==> config.mk <==
export PLATFORM = sky130hd
export DESIGN_NAME = swc_watchdog_config
export DESIGN_NICKNAME = d
export VERILOG_FILES = /design/src/swc_pkg.sv /design/src/swc_watchdog_config.sv
export VERILOG_INCLUDE_DIRS = /design/src
export SDC_FILE = /design/constraint.sdc
export NUM_CORES = 1
export LEC_CHECK = 0
export BUFFER_PORTS_ARGS = -buffer_cell sky130_fd_sc_hd__buf_2
export CELL_PAD_IN_SITES_DETAIL_PLACEMENT = 1
export CELL_PAD_IN_SITES_GLOBAL_PLACEMENT = 1
export CORE_MARGIN = 2
export CORE_UTILIZATION = 38
export DETAILED_ROUTE_END_ITERATION = 8
export PLACE_DENSITY_LB_ADDON = 0.12
export SYNTH_ARGS = -nofsm -noshare
export SYNTH_HDL_FRONTEND = slang
export SYNTH_SLANG_ARGS = --single-unit
==> constraint.sdc <==
create_clock -name clk -period 3.15 [get_ports clk]
set_input_delay 0.1575 -clock clk [delete_from_list [all_inputs] [get_ports clk]]
set_output_delay 0.1575 -clock clk [all_outputs]
set_load 0.03 [all_outputs]
==> src/swc_map.svh <==
// register offsets, field positions, reset values and timing counts of the watchdog gate
`ifndef SWC_MAP_SVH
`define SWC_MAP_SVH

// configuration port pair and unlock key
`define SWC_INDEX_PORT      16'h002E
`define SWC_DATA_PORT       16'h002F
`define SWC_KEY0            8'h87
`define SWC_KEY1            8'h01
`define SWC_KEY2            8'h55
`define SWC_KEY3            8'h55

// game port base whose accesses may reload the counter
`define SWC_GAME_PORT_BASE  16'h0201

// configuration register indices
`define SWC_IDX_CFG_CTRL    8'h02
`define SWC_IDX_LDN         8'h07
`define SWC_IDX_WD_CTRL     8'h71
`define SWC_IDX_WD_CONF     8'h72
`define SWC_IDX_WD_TOV      8'h73
`define SWC_LDN_WATCHDOG    8'h07

// configure control fields
`define SWC_CC_SOFT_RST     0
`define SWC_CC_EXIT         1

// watchdog control fields
`define SWC_WC_STATUS       0
`define SWC_WC_FORCE        1
`define SWC_WC_GAME         4
`define SWC_WC_KBD          5
`define SWC_WC_MOUSE        6
`define SWC_WC_IR           7
`define SWC_WC_RW_MASK      8'hF0

// watchdog configuration fields
`define SWC_CF_UNIT_SEC     7
`define SWC_CF_KEYBOARD_RESET_OUTPUT_EN      6
`define SWC_CF_RW_MASK      8'hCF
`define SWC_IRQ_SEL_12      4'hC
`define SWC_IRQ_SEL_3       4'h3
`define SWC_IRQ_SEL_1       4'h1

// reset values
`define SWC_WD_RESET        8'h00
`define SWC_LDN_RESET       8'h00

// timing
`define SWC_CLK_NS          5
`define SWC_SECOND_NS       1000000000
`define SWC_SEC_PER_MIN     60
`define SWC_KEYBOARD_RESET_OUTPUT_NS         500

`endif

==> src/swc_pkg.sv <==
// types shared by the watchdog configuration gate
package swc_pkg;

    // one host i/o cycle, presented for one clock
    typedef struct packed {
        logic        wr;
        logic        rd;
        logic [15:0] addr;
        logic [7:0]  data;
    } swc_io_req_s;

    // interrupt events that may reload the counter
    typedef struct packed {
        logic ir_irq;
        logic mouse_irq;
        logic kbd_irq;
    } swc_reload_evt_s;

    // unlock key sequencer states
    typedef enum logic [4:0] {
        SWC_WAIT_KEY = 5'b00001,
        SWC_KEY_1    = 5'b00010,
        SWC_KEY_2    = 5'b00100,
        SWC_KEY_3    = 5'b01000,
        SWC_CONFIG   = 5'b10000
    } swc_key_state_e;

endpackage

==> src/swc_watchdog_config.sv <==
// watchdog timer behind a keyed index/data configuration port
`timescale 1ns/1ps
`include "swc_map.svh"

// What this block does
// - after reset, normal mode; devices off except keyboard controller, enable from strap
// - four key bytes 87h 01h 55h 55h at the index port unlock configuration
// - this key selects 2Eh as index port and 2Fh as data port
// - registers reachable only unlocked; index 07h selects device; watchdog is 07h
// - writing bit 1 of control at 02h returns to waiting for the key
// - configure control is write only, not held, cleared by reset
// - writing bit 0 of configure control resets all configuration registers
// - control bits 7,6,5 enable reload on infrared, mouse, keyboard interrupts
// - control bit 4 enables reload on any game port access
// - control bit 1 forces an immediate time-out and clears itself
// - control bit 0 reports time-out status; bits 3 and 2 reserved
// - configuration bit 7 picks seconds when one, minutes when zero
// - configuration bit 6 lets time-out pulse keyboard reset; bits 5,4 reserved
// - configuration bits 3-0 pick interrupt line 12, 3, 1 or none
// - time-out value holds 8-bit count; all three registers reset to zero
module swc_watchdog_config
#(
    parameter int unsigned CYC_PER_SEC = `SWC_SECOND_NS / `SWC_CLK_NS
)
(
    input  wire logic                     clk,
    input  wire logic                     rst,
    input  wire swc_pkg::swc_io_req_s     io_req,
    input  wire swc_pkg::swc_reload_evt_s reload_evt,
    input  wire logic                     kbd_strap,
    output logic [7:0]                    io_rdata_q,
    output logic                          io_rvalid_q,
    output logic                          kbd_ctrl_enable_q,
    output logic                          config_mode_q,
    output logic                          keyboard_reset_output_n_q,
    output logic [15:0]                   irq_q
);
    import swc_pkg::*;

    localparam int unsigned KEYBOARD_RESET_OUTPUT_CYC = (`SWC_KEYBOARD_RESET_OUTPUT_NS + `SWC_CLK_NS - 1) / `SWC_CLK_NS;
    localparam int unsigned MIN_LAST = `SWC_SEC_PER_MIN - 1;

    swc_key_state_e key_q;
    swc_key_state_e key_d;
    logic [7:0]     index_q;
    logic [7:0]     logical_device_number_q;
    logic [7:0]     wd_ctrl_q;
    logic [7:0]     wd_conf_q;
    logic [7:0]     wd_tov_q;
    logic [7:0]     count_q;
    logic [31:0]    sec_cnt_q;
    logic [5:0]     min_cnt_q;
    logic           status_q;
    logic [7:0]     keyboard_reset_output_cnt_q;

    logic           idx_wr;
    logic           dat_wr;
    logic           dat_rd;
    logic           wd_sel;
    logic           cc_wr;
    logic           soft_rst;
    logic           wc_wr;
    logic           cf_wr;
    logic           tov_wr;
    logic           force_to;
    logic           reload;
    logic           sec_tick;
    logic           unit_tick;
    logic           expire;
    logic           timeout;
    logic           restart;
    logic [7:0]     rd_val;

    // decode of the index/data pair, only alive while unlocked
    assign idx_wr = io_req.wr && io_req.addr == `SWC_INDEX_PORT && key_q == SWC_CONFIG;
    assign dat_wr = io_req.wr && io_req.addr == `SWC_DATA_PORT && key_q == SWC_CONFIG;
    assign dat_rd = io_req.rd && io_req.addr == `SWC_DATA_PORT && key_q == SWC_CONFIG;
    assign wd_sel = logical_device_number_q == `SWC_LDN_WATCHDOG;

    // write strobes per register
    assign cc_wr    = dat_wr && index_q == `SWC_IDX_CFG_CTRL;
    assign soft_rst = cc_wr && io_req.data[`SWC_CC_SOFT_RST];
    assign wc_wr    = dat_wr && wd_sel && index_q == `SWC_IDX_WD_CTRL;
    assign cf_wr    = dat_wr && wd_sel && index_q == `SWC_IDX_WD_CONF;
    assign tov_wr   = dat_wr && wd_sel && index_q == `SWC_IDX_WD_TOV;
    assign force_to = wc_wr && io_req.data[`SWC_WC_FORCE];

    // reload sources, each gated by its enable bit
    assign reload = (wd_ctrl_q[`SWC_WC_IR]    && reload_evt.ir_irq)
                 || (wd_ctrl_q[`SWC_WC_MOUSE] && reload_evt.mouse_irq)
                 || (wd_ctrl_q[`SWC_WC_KBD]   && reload_evt.kbd_irq)
                 || (wd_ctrl_q[`SWC_WC_GAME]  && (io_req.rd || io_req.wr)
                     && io_req.addr == `SWC_GAME_PORT_BASE);

    // time base: seconds, and minutes counted from seconds
    assign sec_tick  = sec_cnt_q == 32'(CYC_PER_SEC - 1);
    assign unit_tick = sec_tick && (wd_conf_q[`SWC_CF_UNIT_SEC]
                       || min_cnt_q == 6'(MIN_LAST));
    assign expire    = unit_tick && count_q == 8'h01;
    assign timeout   = expire || force_to;
    assign restart   = tov_wr || (reload && wd_tov_q != 8'h00);

    // key sequencer; a wrong byte drops back, 87h always restarts the key
    always_comb
    begin
        key_d = key_q;
        case (key_q)
            SWC_WAIT_KEY, SWC_KEY_1, SWC_KEY_2, SWC_KEY_3:
            begin
                if (io_req.wr && io_req.addr == `SWC_INDEX_PORT)
                begin
                    if (key_q == SWC_KEY_1 && io_req.data == `SWC_KEY1)
                        key_d = SWC_KEY_2;
                    else if (key_q == SWC_KEY_2 && io_req.data == `SWC_KEY2)
                        key_d = SWC_KEY_3;
                    else if (key_q == SWC_KEY_3 && io_req.data == `SWC_KEY3)
                        key_d = SWC_CONFIG;
                    else if (io_req.data == `SWC_KEY0)
                        key_d = SWC_KEY_1;
                    else
                        key_d = SWC_WAIT_KEY;
                end
            end
            SWC_CONFIG:
            begin
                if (cc_wr && io_req.data[`SWC_CC_EXIT])
                    key_d = SWC_WAIT_KEY;
            end
            default:
                key_d = SWC_WAIT_KEY;
        endcase
    end

    // key state register, reset into normal (locked) mode
    always_ff @(posedge clk)
    begin
        if (rst)
            key_q <= SWC_WAIT_KEY;
        else
            key_q <= key_d;
    end

    // unlocked-mode indicator
    always_ff @(posedge clk)
    begin
        if (rst)
            config_mode_q <= 1'b0;
        else
            config_mode_q <= key_d == SWC_CONFIG;
    end

    // keyboard controller enable follows the strap caught during reset
    always_ff @(posedge clk)
    begin
        if (rst)
            kbd_ctrl_enable_q <= kbd_strap;
    end

    // index and logical device number; configure control holds nothing
    always_ff @(posedge clk)
    begin
        if (rst)
        begin
            index_q                 <= 8'h00;
            logical_device_number_q <= `SWC_LDN_RESET;
        end
        else
        begin
            if (idx_wr)
                index_q <= io_req.data;
            if (soft_rst)
                logical_device_number_q <= `SWC_LDN_RESET;
            else if (dat_wr && index_q == `SWC_IDX_LDN)
                logical_device_number_q <= io_req.data;
        end
    end

    // watchdog registers; force and reserved bits are never stored
    always_ff @(posedge clk)
    begin
        if (rst || soft_rst)
        begin
            wd_ctrl_q <= `SWC_WD_RESET;
            wd_conf_q <= `SWC_WD_RESET;
            wd_tov_q  <= `SWC_WD_RESET;
        end
        else
        begin
            if (wc_wr)
                wd_ctrl_q <= io_req.data & `SWC_WC_RW_MASK;
            if (cf_wr)
                wd_conf_q <= io_req.data & `SWC_CF_RW_MASK;
            if (tov_wr)
                wd_tov_q <= io_req.data;
        end
    end

    // status: a new time-out wins over a write-one clear in the same cycle
    always_ff @(posedge clk)
    begin
        if (rst || soft_rst)
            status_q <= 1'b0;
        else if (timeout)
            status_q <= 1'b1;
        else if (wc_wr && io_req.data[`SWC_WC_STATUS])
            status_q <= 1'b0;
    end

    // prescaler, cleared whenever the count is (re)loaded
    always_ff @(posedge clk)
    begin
        if (rst || soft_rst || restart || count_q == 8'h00)
        begin
            sec_cnt_q <= 32'h0000_0000;
            min_cnt_q <= 6'h00;
        end
        else if (sec_tick)
        begin
            sec_cnt_q <= 32'h0000_0000;
            if (min_cnt_q == 6'(MIN_LAST))
                min_cnt_q <= 6'h00;
            else
                min_cnt_q <= min_cnt_q + 6'h01;
        end
        else
            sec_cnt_q <= sec_cnt_q + 32'h0000_0001;
    end

    // down-counter; zero means stopped
    always_ff @(posedge clk)
    begin
        if (rst || soft_rst)
            count_q <= 8'h00;
        else if (tov_wr)
            count_q <= io_req.data;
        else if (reload && wd_tov_q != 8'h00)
            count_q <= wd_tov_q;
        else if (unit_tick && count_q != 8'h00)
            count_q <= count_q - 8'h01;
    end

    // keyboard reset pulse of fixed width on time-out when enabled
    always_ff @(posedge clk)
    begin
        if (rst || soft_rst)
            keyboard_reset_output_cnt_q <= 8'h00;
        else if (timeout && wd_conf_q[`SWC_CF_KEYBOARD_RESET_OUTPUT_EN])
            keyboard_reset_output_cnt_q <= 8'(KEYBOARD_RESET_OUTPUT_CYC);
        else if (keyboard_reset_output_cnt_q != 8'h00)
            keyboard_reset_output_cnt_q <= keyboard_reset_output_cnt_q - 8'h01;
    end

    // active-low reset output, low while the pulse counter runs
    always_ff @(posedge clk)
    begin
        if (rst)
            keyboard_reset_output_n_q <= 1'b1;
        else
            keyboard_reset_output_n_q <= !(keyboard_reset_output_cnt_q > 8'h01 ||
                (timeout && wd_conf_q[`SWC_CF_KEYBOARD_RESET_OUTPUT_EN]) || keyboard_reset_output_cnt_q == 8'h01);
    end

    // interrupt line held while status is set; invalid selections drive nothing
    always_ff @(posedge clk)
    begin
        if (rst)
            irq_q <= 16'h0000;
        else
        begin
            irq_q <= 16'h0000;
            if (status_q)
            begin
                case (wd_conf_q[3:0])
                    `SWC_IRQ_SEL_12: irq_q[12] <= 1'b1;
                    `SWC_IRQ_SEL_3:  irq_q[3]  <= 1'b1;
                    `SWC_IRQ_SEL_1:  irq_q[1]  <= 1'b1;
                    default:         irq_q     <= 16'h0000;
                endcase
            end
        end
    end

    // read mux of the data port
    always_comb
    begin
        rd_val = 8'h00;
        case (index_q)
            `SWC_IDX_LDN:     rd_val = logical_device_number_q;
            `SWC_IDX_WD_CTRL: rd_val = wd_sel ? {wd_ctrl_q[7:1], status_q} : 8'h00;
            `SWC_IDX_WD_CONF: rd_val = wd_sel ? wd_conf_q : 8'h00;
            `SWC_IDX_WD_TOV:  rd_val = wd_sel ? wd_tov_q : 8'h00;
            default:          rd_val = 8'h00;
        endcase
    end

    // registered read answer, one cycle after the read strobe
    always_ff @(posedge clk)
    begin
        if (rst)
        begin
            io_rdata_q  <= 8'h00;
            io_rvalid_q <= 1'b0;
        end
        else
        begin
            io_rvalid_q <= io_req.rd;
            io_rdata_q  <= dat_rd ? rd_val : 8'h00;
        end
    end

endmodule // swc_watchdog_config

Word level (Yosys, flattened, before mapping)
Cells that the tools add are included.
- bits in registers: 122
- input bits: 32
- output and inout port bits: 28
- equality and inequality tests: 25
- $add $sub $neg: 4
- mux-type cells: 22
- bitwise logic cells: 2
- reductions and logical operators: 55
- magnitude comparators: 1
- operators with widths (kind ; count):
    $mux 8 ; 6
    $add 32x1->32 const B ; 1
    $eq 16x6->1 const B ; 2
    $eq 32x28->1 const B ; 1
    $eq 8x7->1 const B ; 4
    $pmux 8 s4 ; 1
    $logic_and 1x1->1 ; 29
    $mux 5 ; 5
    $eq 8x1->1 const B ; 3
    $reduce_bool 8->1 ; 3
    $eq 16x10->1 const B ; 1
    $eq 8x3->1 const B ; 2
    $sub 8x1->8 const B ; 2
    $mux 7 ; 2
    $logic_or 1x1->1 ; 12
    $eq 5x5->1 const B ; 2
    $pmux 5 s2 ; 1
    $reduce_or 2->1 ; 5
    $eq 8x2->1 const B ; 1
    $eq 8x8->1 const B ; 1
    $gt 8x1->1 const B ; 1
    $logic_not 8->1 ; 1
    $add 6x1->6 const B ; 1
    $eq 6x6->1 const B ; 1
    other kinds (15) ; 21

Depth between registers and ports, before layout
- word-level depth: 11
- gate-level depth with buffers: 9
- mapped depth without buffers: 7

Worst setup path after synthesis
No wires, ideal clock.
- path type: reg2reg
- start: register sec_cnt_q[0]
- end: register count_q[6]
- stages on the path, launching flop included: 10
- library setup time: 0.124 ns
- period minus slack after synthesis: 2.588 ns
- data arrival time: 2.464 ns
- buffers on the path: 2
- slack: 0.562 ns
- path through: dfxtp_1 -> ha_1 -> nand3_1 -> or3_1 -> or4_1 -> clkbuf_1 -> o2bb2ai_2 -> nand2b_1 -> buf_2 -> a31oi_1
- longest elaborated chain between the ends: 4
- RTL lines (item ; RTL line ; text):
    start, declared ; swc_watchdog_config.sv:51 ; logic [31:0] sec_cnt_q;
    start signal, assigned ; swc_watchdog_config.sv:226 ; sec_cnt_q <= sec_cnt_q + 32'h0000_0001;
    $eq 32x28->1 ; swc_watchdog_config.sv:96 ; assign sec_tick = sec_cnt_q == 32'(CYC_PER_SEC - 1);
    $logic_and 1x1->1 ; swc_watchdog_config.sv:97 ; assign unit_tick = sec_tick && (wd_conf_q[`SWC_CF_UNIT_SEC]
    $logic_and 1x1->1 ; swc_watchdog_config.sv:238 ; else if (unit_tick && count_q != 8'h00)
    $reduce_bool 3->1 (no line) ; - ;
    end signal, assigned ; swc_watchdog_config.sv:235 ; count_q <= io_req.data;
    end signal, assigned ; swc_watchdog_config.sv:237 ; count_q <= wd_tov_q;
    end signal, assigned ; swc_watchdog_config.sv:239 ; count_q <= count_q - 8'h01;
    end, declared ; swc_watchdog_config.sv:50 ; logic [7:0] count_q;
No other way between the ends.
A chain may end at the register's enable or synchronous reset.

Final worst setup path
- start: register sec_cnt_q[0]
- end: register count_q[0]
Same word-level chain as after synthesis.

==> run_results.csv <==
group,metric,value,unit
floorplan,ios,60,
timing,period_share,87.9,%
global_routing,grt_pass1_wl,25.3,mm
setup_path,end_kind,"flip-flop",
floorplan,start_util,39.0,%
cts,htree_num_levels,3,
min_path,worstHoldStart,"io_req[24]",
route,routedWlPerCell,17.2,um
global_routing,gr-total-overflow,0,
timing,setup_viol,0,
route,wl_met2,7.06,mm
cts,cts_made_buffers,9,
min_path,hold_depth,2,
setup_path,crit_path_max_fanout,9,
synthesis,yosysWarnings,0,
setup_path,arrival,3.00,ns
timing,drv_slew,0,
placed_design,portBuffers,46,
placed_design,routabilityCongestion,0.827,
placed_design,place_ws,0.364,ns
setup_path,r2r-end,"count_q[0]",
synthesis,avgSynthCellArea,8.35,um^2
route,vias,4814,
synthesis,synth_enable_flop_cells,1,
cts,clock_latency,0.36,ns
floorplan,core_area,0.0139,mm^2
job,maxCapViolCount,0,
setup_path,crit_path_start,"sec_cnt_q[0]",
synthesis,syn-cell-area,0.00541,mm^2
synthesis,ys_types,65,
cts,clockBufferDepth,2,
setup_path,r2r-start,"sec_cnt_q[0]",
pwr,p_leak,2.26,nW
layout,n_antenna_cell,0,
min_path,hold_end,"io_rvalid_q",
timing,fin_ws,0.380,ns
cts,postCtsHoldBufs,1,
timing,worst_slew_pin_slew,0.848,ns
route,highest_layer,"met4",
min_path,hp-class,"in -> reg",
global_routing,grt_max_degree,22,
timing,max_freq,361,MHz
setup_path,startpoint_type,"flip-flop",
cts,cts_repair_resize_count,0,
timing,hold_violations,0,
route,ant_nets,0,
timing,finalSetupTns,0,ns
pwr,pwr_density_cell,485,mW/mm^2
synthesis,synth_ff_type,"dfxtp_1",
cts,clk_pin_slew_worst_paths,0.07,ns
placed_design,post_dp_cell_area,0.00580,mm^2
synthesis,syn_inst,648,
pwr,totalPowerFinal,2.96,mW
synthesis,synth_seq_cells,109,
floorplan,rows,43,
layout,design_area,0.00610,mm^2
global_routing,grt_usage,21.6,%
route,wirelength,15.1,mm
setup_path,path_class,"reg -> reg",
timing,rsz0062_at_grt,"false",
layout,finalCoreUtilization,43.9,%
cts,cts_setup_buffers,0,
global_routing,grt_pass1_vias,4894,
placed_design,dp_hpwl,11.1,mm
layout,area_growth,12.7,%
route,drt_iter0_markers,296,
route,m1WireLength,7.38,mm
route,first_pass_iters,4,
layout,nNetsFinal,731,
synthesis,ys_seq_area_share,40.5,%
timing,clock_skew,0.0106,ns
setup_path,ff2ff_path_depth,7,
cts,cts_root_buf,"clkbuf_16",
floorplan,dieWidth,123,um
floorplan,die_area,0.0152,mm^2
setup_path,rrSetupSlack,0.38,ns
timing,min_period,2.77,ns
layout,drive_gt1_share,13.3,%
setup_path,required,3.38,ns
cts,cts_tree,"built",
route,avgViaCountPerCell,5.48,
floorplan,die_h,123,um
route,drc,0,
synthesis,async_flop_share,0,%
cts,cts_sinks,109,
pwr,ir_drop,398,uV
outcome,outcome,"complete, no violations",
global_routing,antenna_found_initial,0,
timing,slew_headroom,43.0,%
route,met3WireLength,404,um
worst max-delay path: stages (launching register included):
cell	delay, ns
dfxtp_1	0.37
ha_1	0.20
nand3_1	0.20
or3_1	0.48
or4_1	0.70
o2bb2ai_2	0.21
nand2b_1	0.34
a31oi_1	0.14
state kept, by name, summed over array words and instances (netlist names), 3 cells and up:
register                     flops
wd_conf_q                        6
keyboard_reset_output_cnt_q      8
wd_tov_q                         8
min_cnt_q                        6
sec_cnt_q                       32
index_q                          8
logical_device_number_q          8
key_q                            5
wd_ctrl_q                        4
irq_q                            3
count_q                          8
io_rdata_q                       8
placed cells by master, fill, tap and decap left out, types with 3 or more instances in the layout:
master and instances:
nor2_1 89, a21oi_1 47, dfxtp_1 108, nand4_1 11
a22o_1 3, ha_1 6, a31oi_1 9, mux2i_1 19
conb_1 13, and3_1 9, and3b_1 3, nand2b_1 10
nand2_1 71, clkinv_2 3, o21a_1 5, and4_1 4
and2_1 6, nand3b_1 6, o31ai_1 6, buf_2 46
o21ai_0 7, clkbuf_16 9, inv_1 12, and4b_1 3
nor3_1 16, nand3_1 25, xnor2_1 23, xor2_1 18
nor4_1 20, buf_4 15, or4_1 6, or3_1 6
a222oi_1 4, a22oi_1 5, nor2b_1 9
cell type report:
cell class | instances | area [um^2]
Clock buffer | 11 | 253
Timing Repair Buffer | 62 | 353
Tap cell | 180 | 225
Sequential cell | 109 | 2190
Inverter | 12 | 45.0
Multi-Input combinational cell | 499 | 3000
Clock inverter | 5 | 32.5
Fill cell | 1677 | 7780
cell usage after synthesis, drive strengths merged (2+ instances only):
master,count,area share (%)
xnor2,23,3.7
o2111ai,2,0.32
nand3,25,2.3
dfxtp,108,40
o211ai,2,0.28
nand4b,2,0.32
a31o,2,0.32
o31ai,6,0.83
ha,6,1.4
clkbuf,17,1.2
a31oi,9,1.0
nor2,90,6.5
o22ai,2,0.23
o21a,5,0.69
nor3,18,1.9
and2,6,0.69
and3b,3,0.49
o21ai,8,0.81
mux2i,19,3.5
and4,4,0.65
nor4bb,2,0.37
nand2,72,5.0
a222oi,4,0.74
a22o,3,0.49
or4,8,1.2
nand3b,6,0.83
buf,23,2.9
and4b,3,0.56
nand4,11,1.3
or2,3,0.35
inv,12,0.83
o2bb2ai,2,0.44
nor4,21,2.7
a22oi,5,0.69
or3,7,0.90
nor4b,2,0.32
nor2b,9,1.0
a21oi,47,4.3
nand2b,10,1.2
a21o,2,0.28
xor2,18,2.9
and3,9,1.0
metal layers:
| metal | up-vias | global-route usage, % |
|---|---|---|
| li1 | 2359 | - |
| met1 | 2384 | 29.2 |
| met2 | 55 | 34.6 |
| met3 | 16 | 3.97 |
| met4 | 0 | 7.03 |
| met5 | - | 0 |
power by group:
part	internal, mW	switching, mW	leakage (nW)	total [mW]
sequential	1.43	0.0361	0.881	1.47
clock	0.582	0.535	0.146	1.12
combinational	0.157	0.216	1.23	0.373
through the flow:
step / hold WS, ns / instances
4_1_cts: 0.0775 / 878
3_3_place_gp: 0.334 / 861
3_5_place_dp: 0.343 / 861
6_report: 0.0861 / 878
5_1_grt: 0.0914 / 878
2_1_floorplan: 0.256 / 660
worst max-delay path by stage:
| stage | end | slack, ns |
|---|---|---|
| finish | count_q[0] | 0.38 |
| global route | count_q[0] | 0.15 |
| CTS | count_q[5] | 0.38 |
| detailed placement | count_q[7] | 0.36 |
| global placement | count_q[6] | 0.49 |
| floorplan | count_q[6] | 0.56 |
kinds of logic after synthesis:
logic type	synth area share [%]
compound gates	12.3
xor+xnor	6.64
fa+ha+maj	1.39
buf+inv	4.90
flops	40.5
mux	3.72
other cells	0.0693
simple gates	30.4
Note: power is estimated with default switching activity, not from simulation.
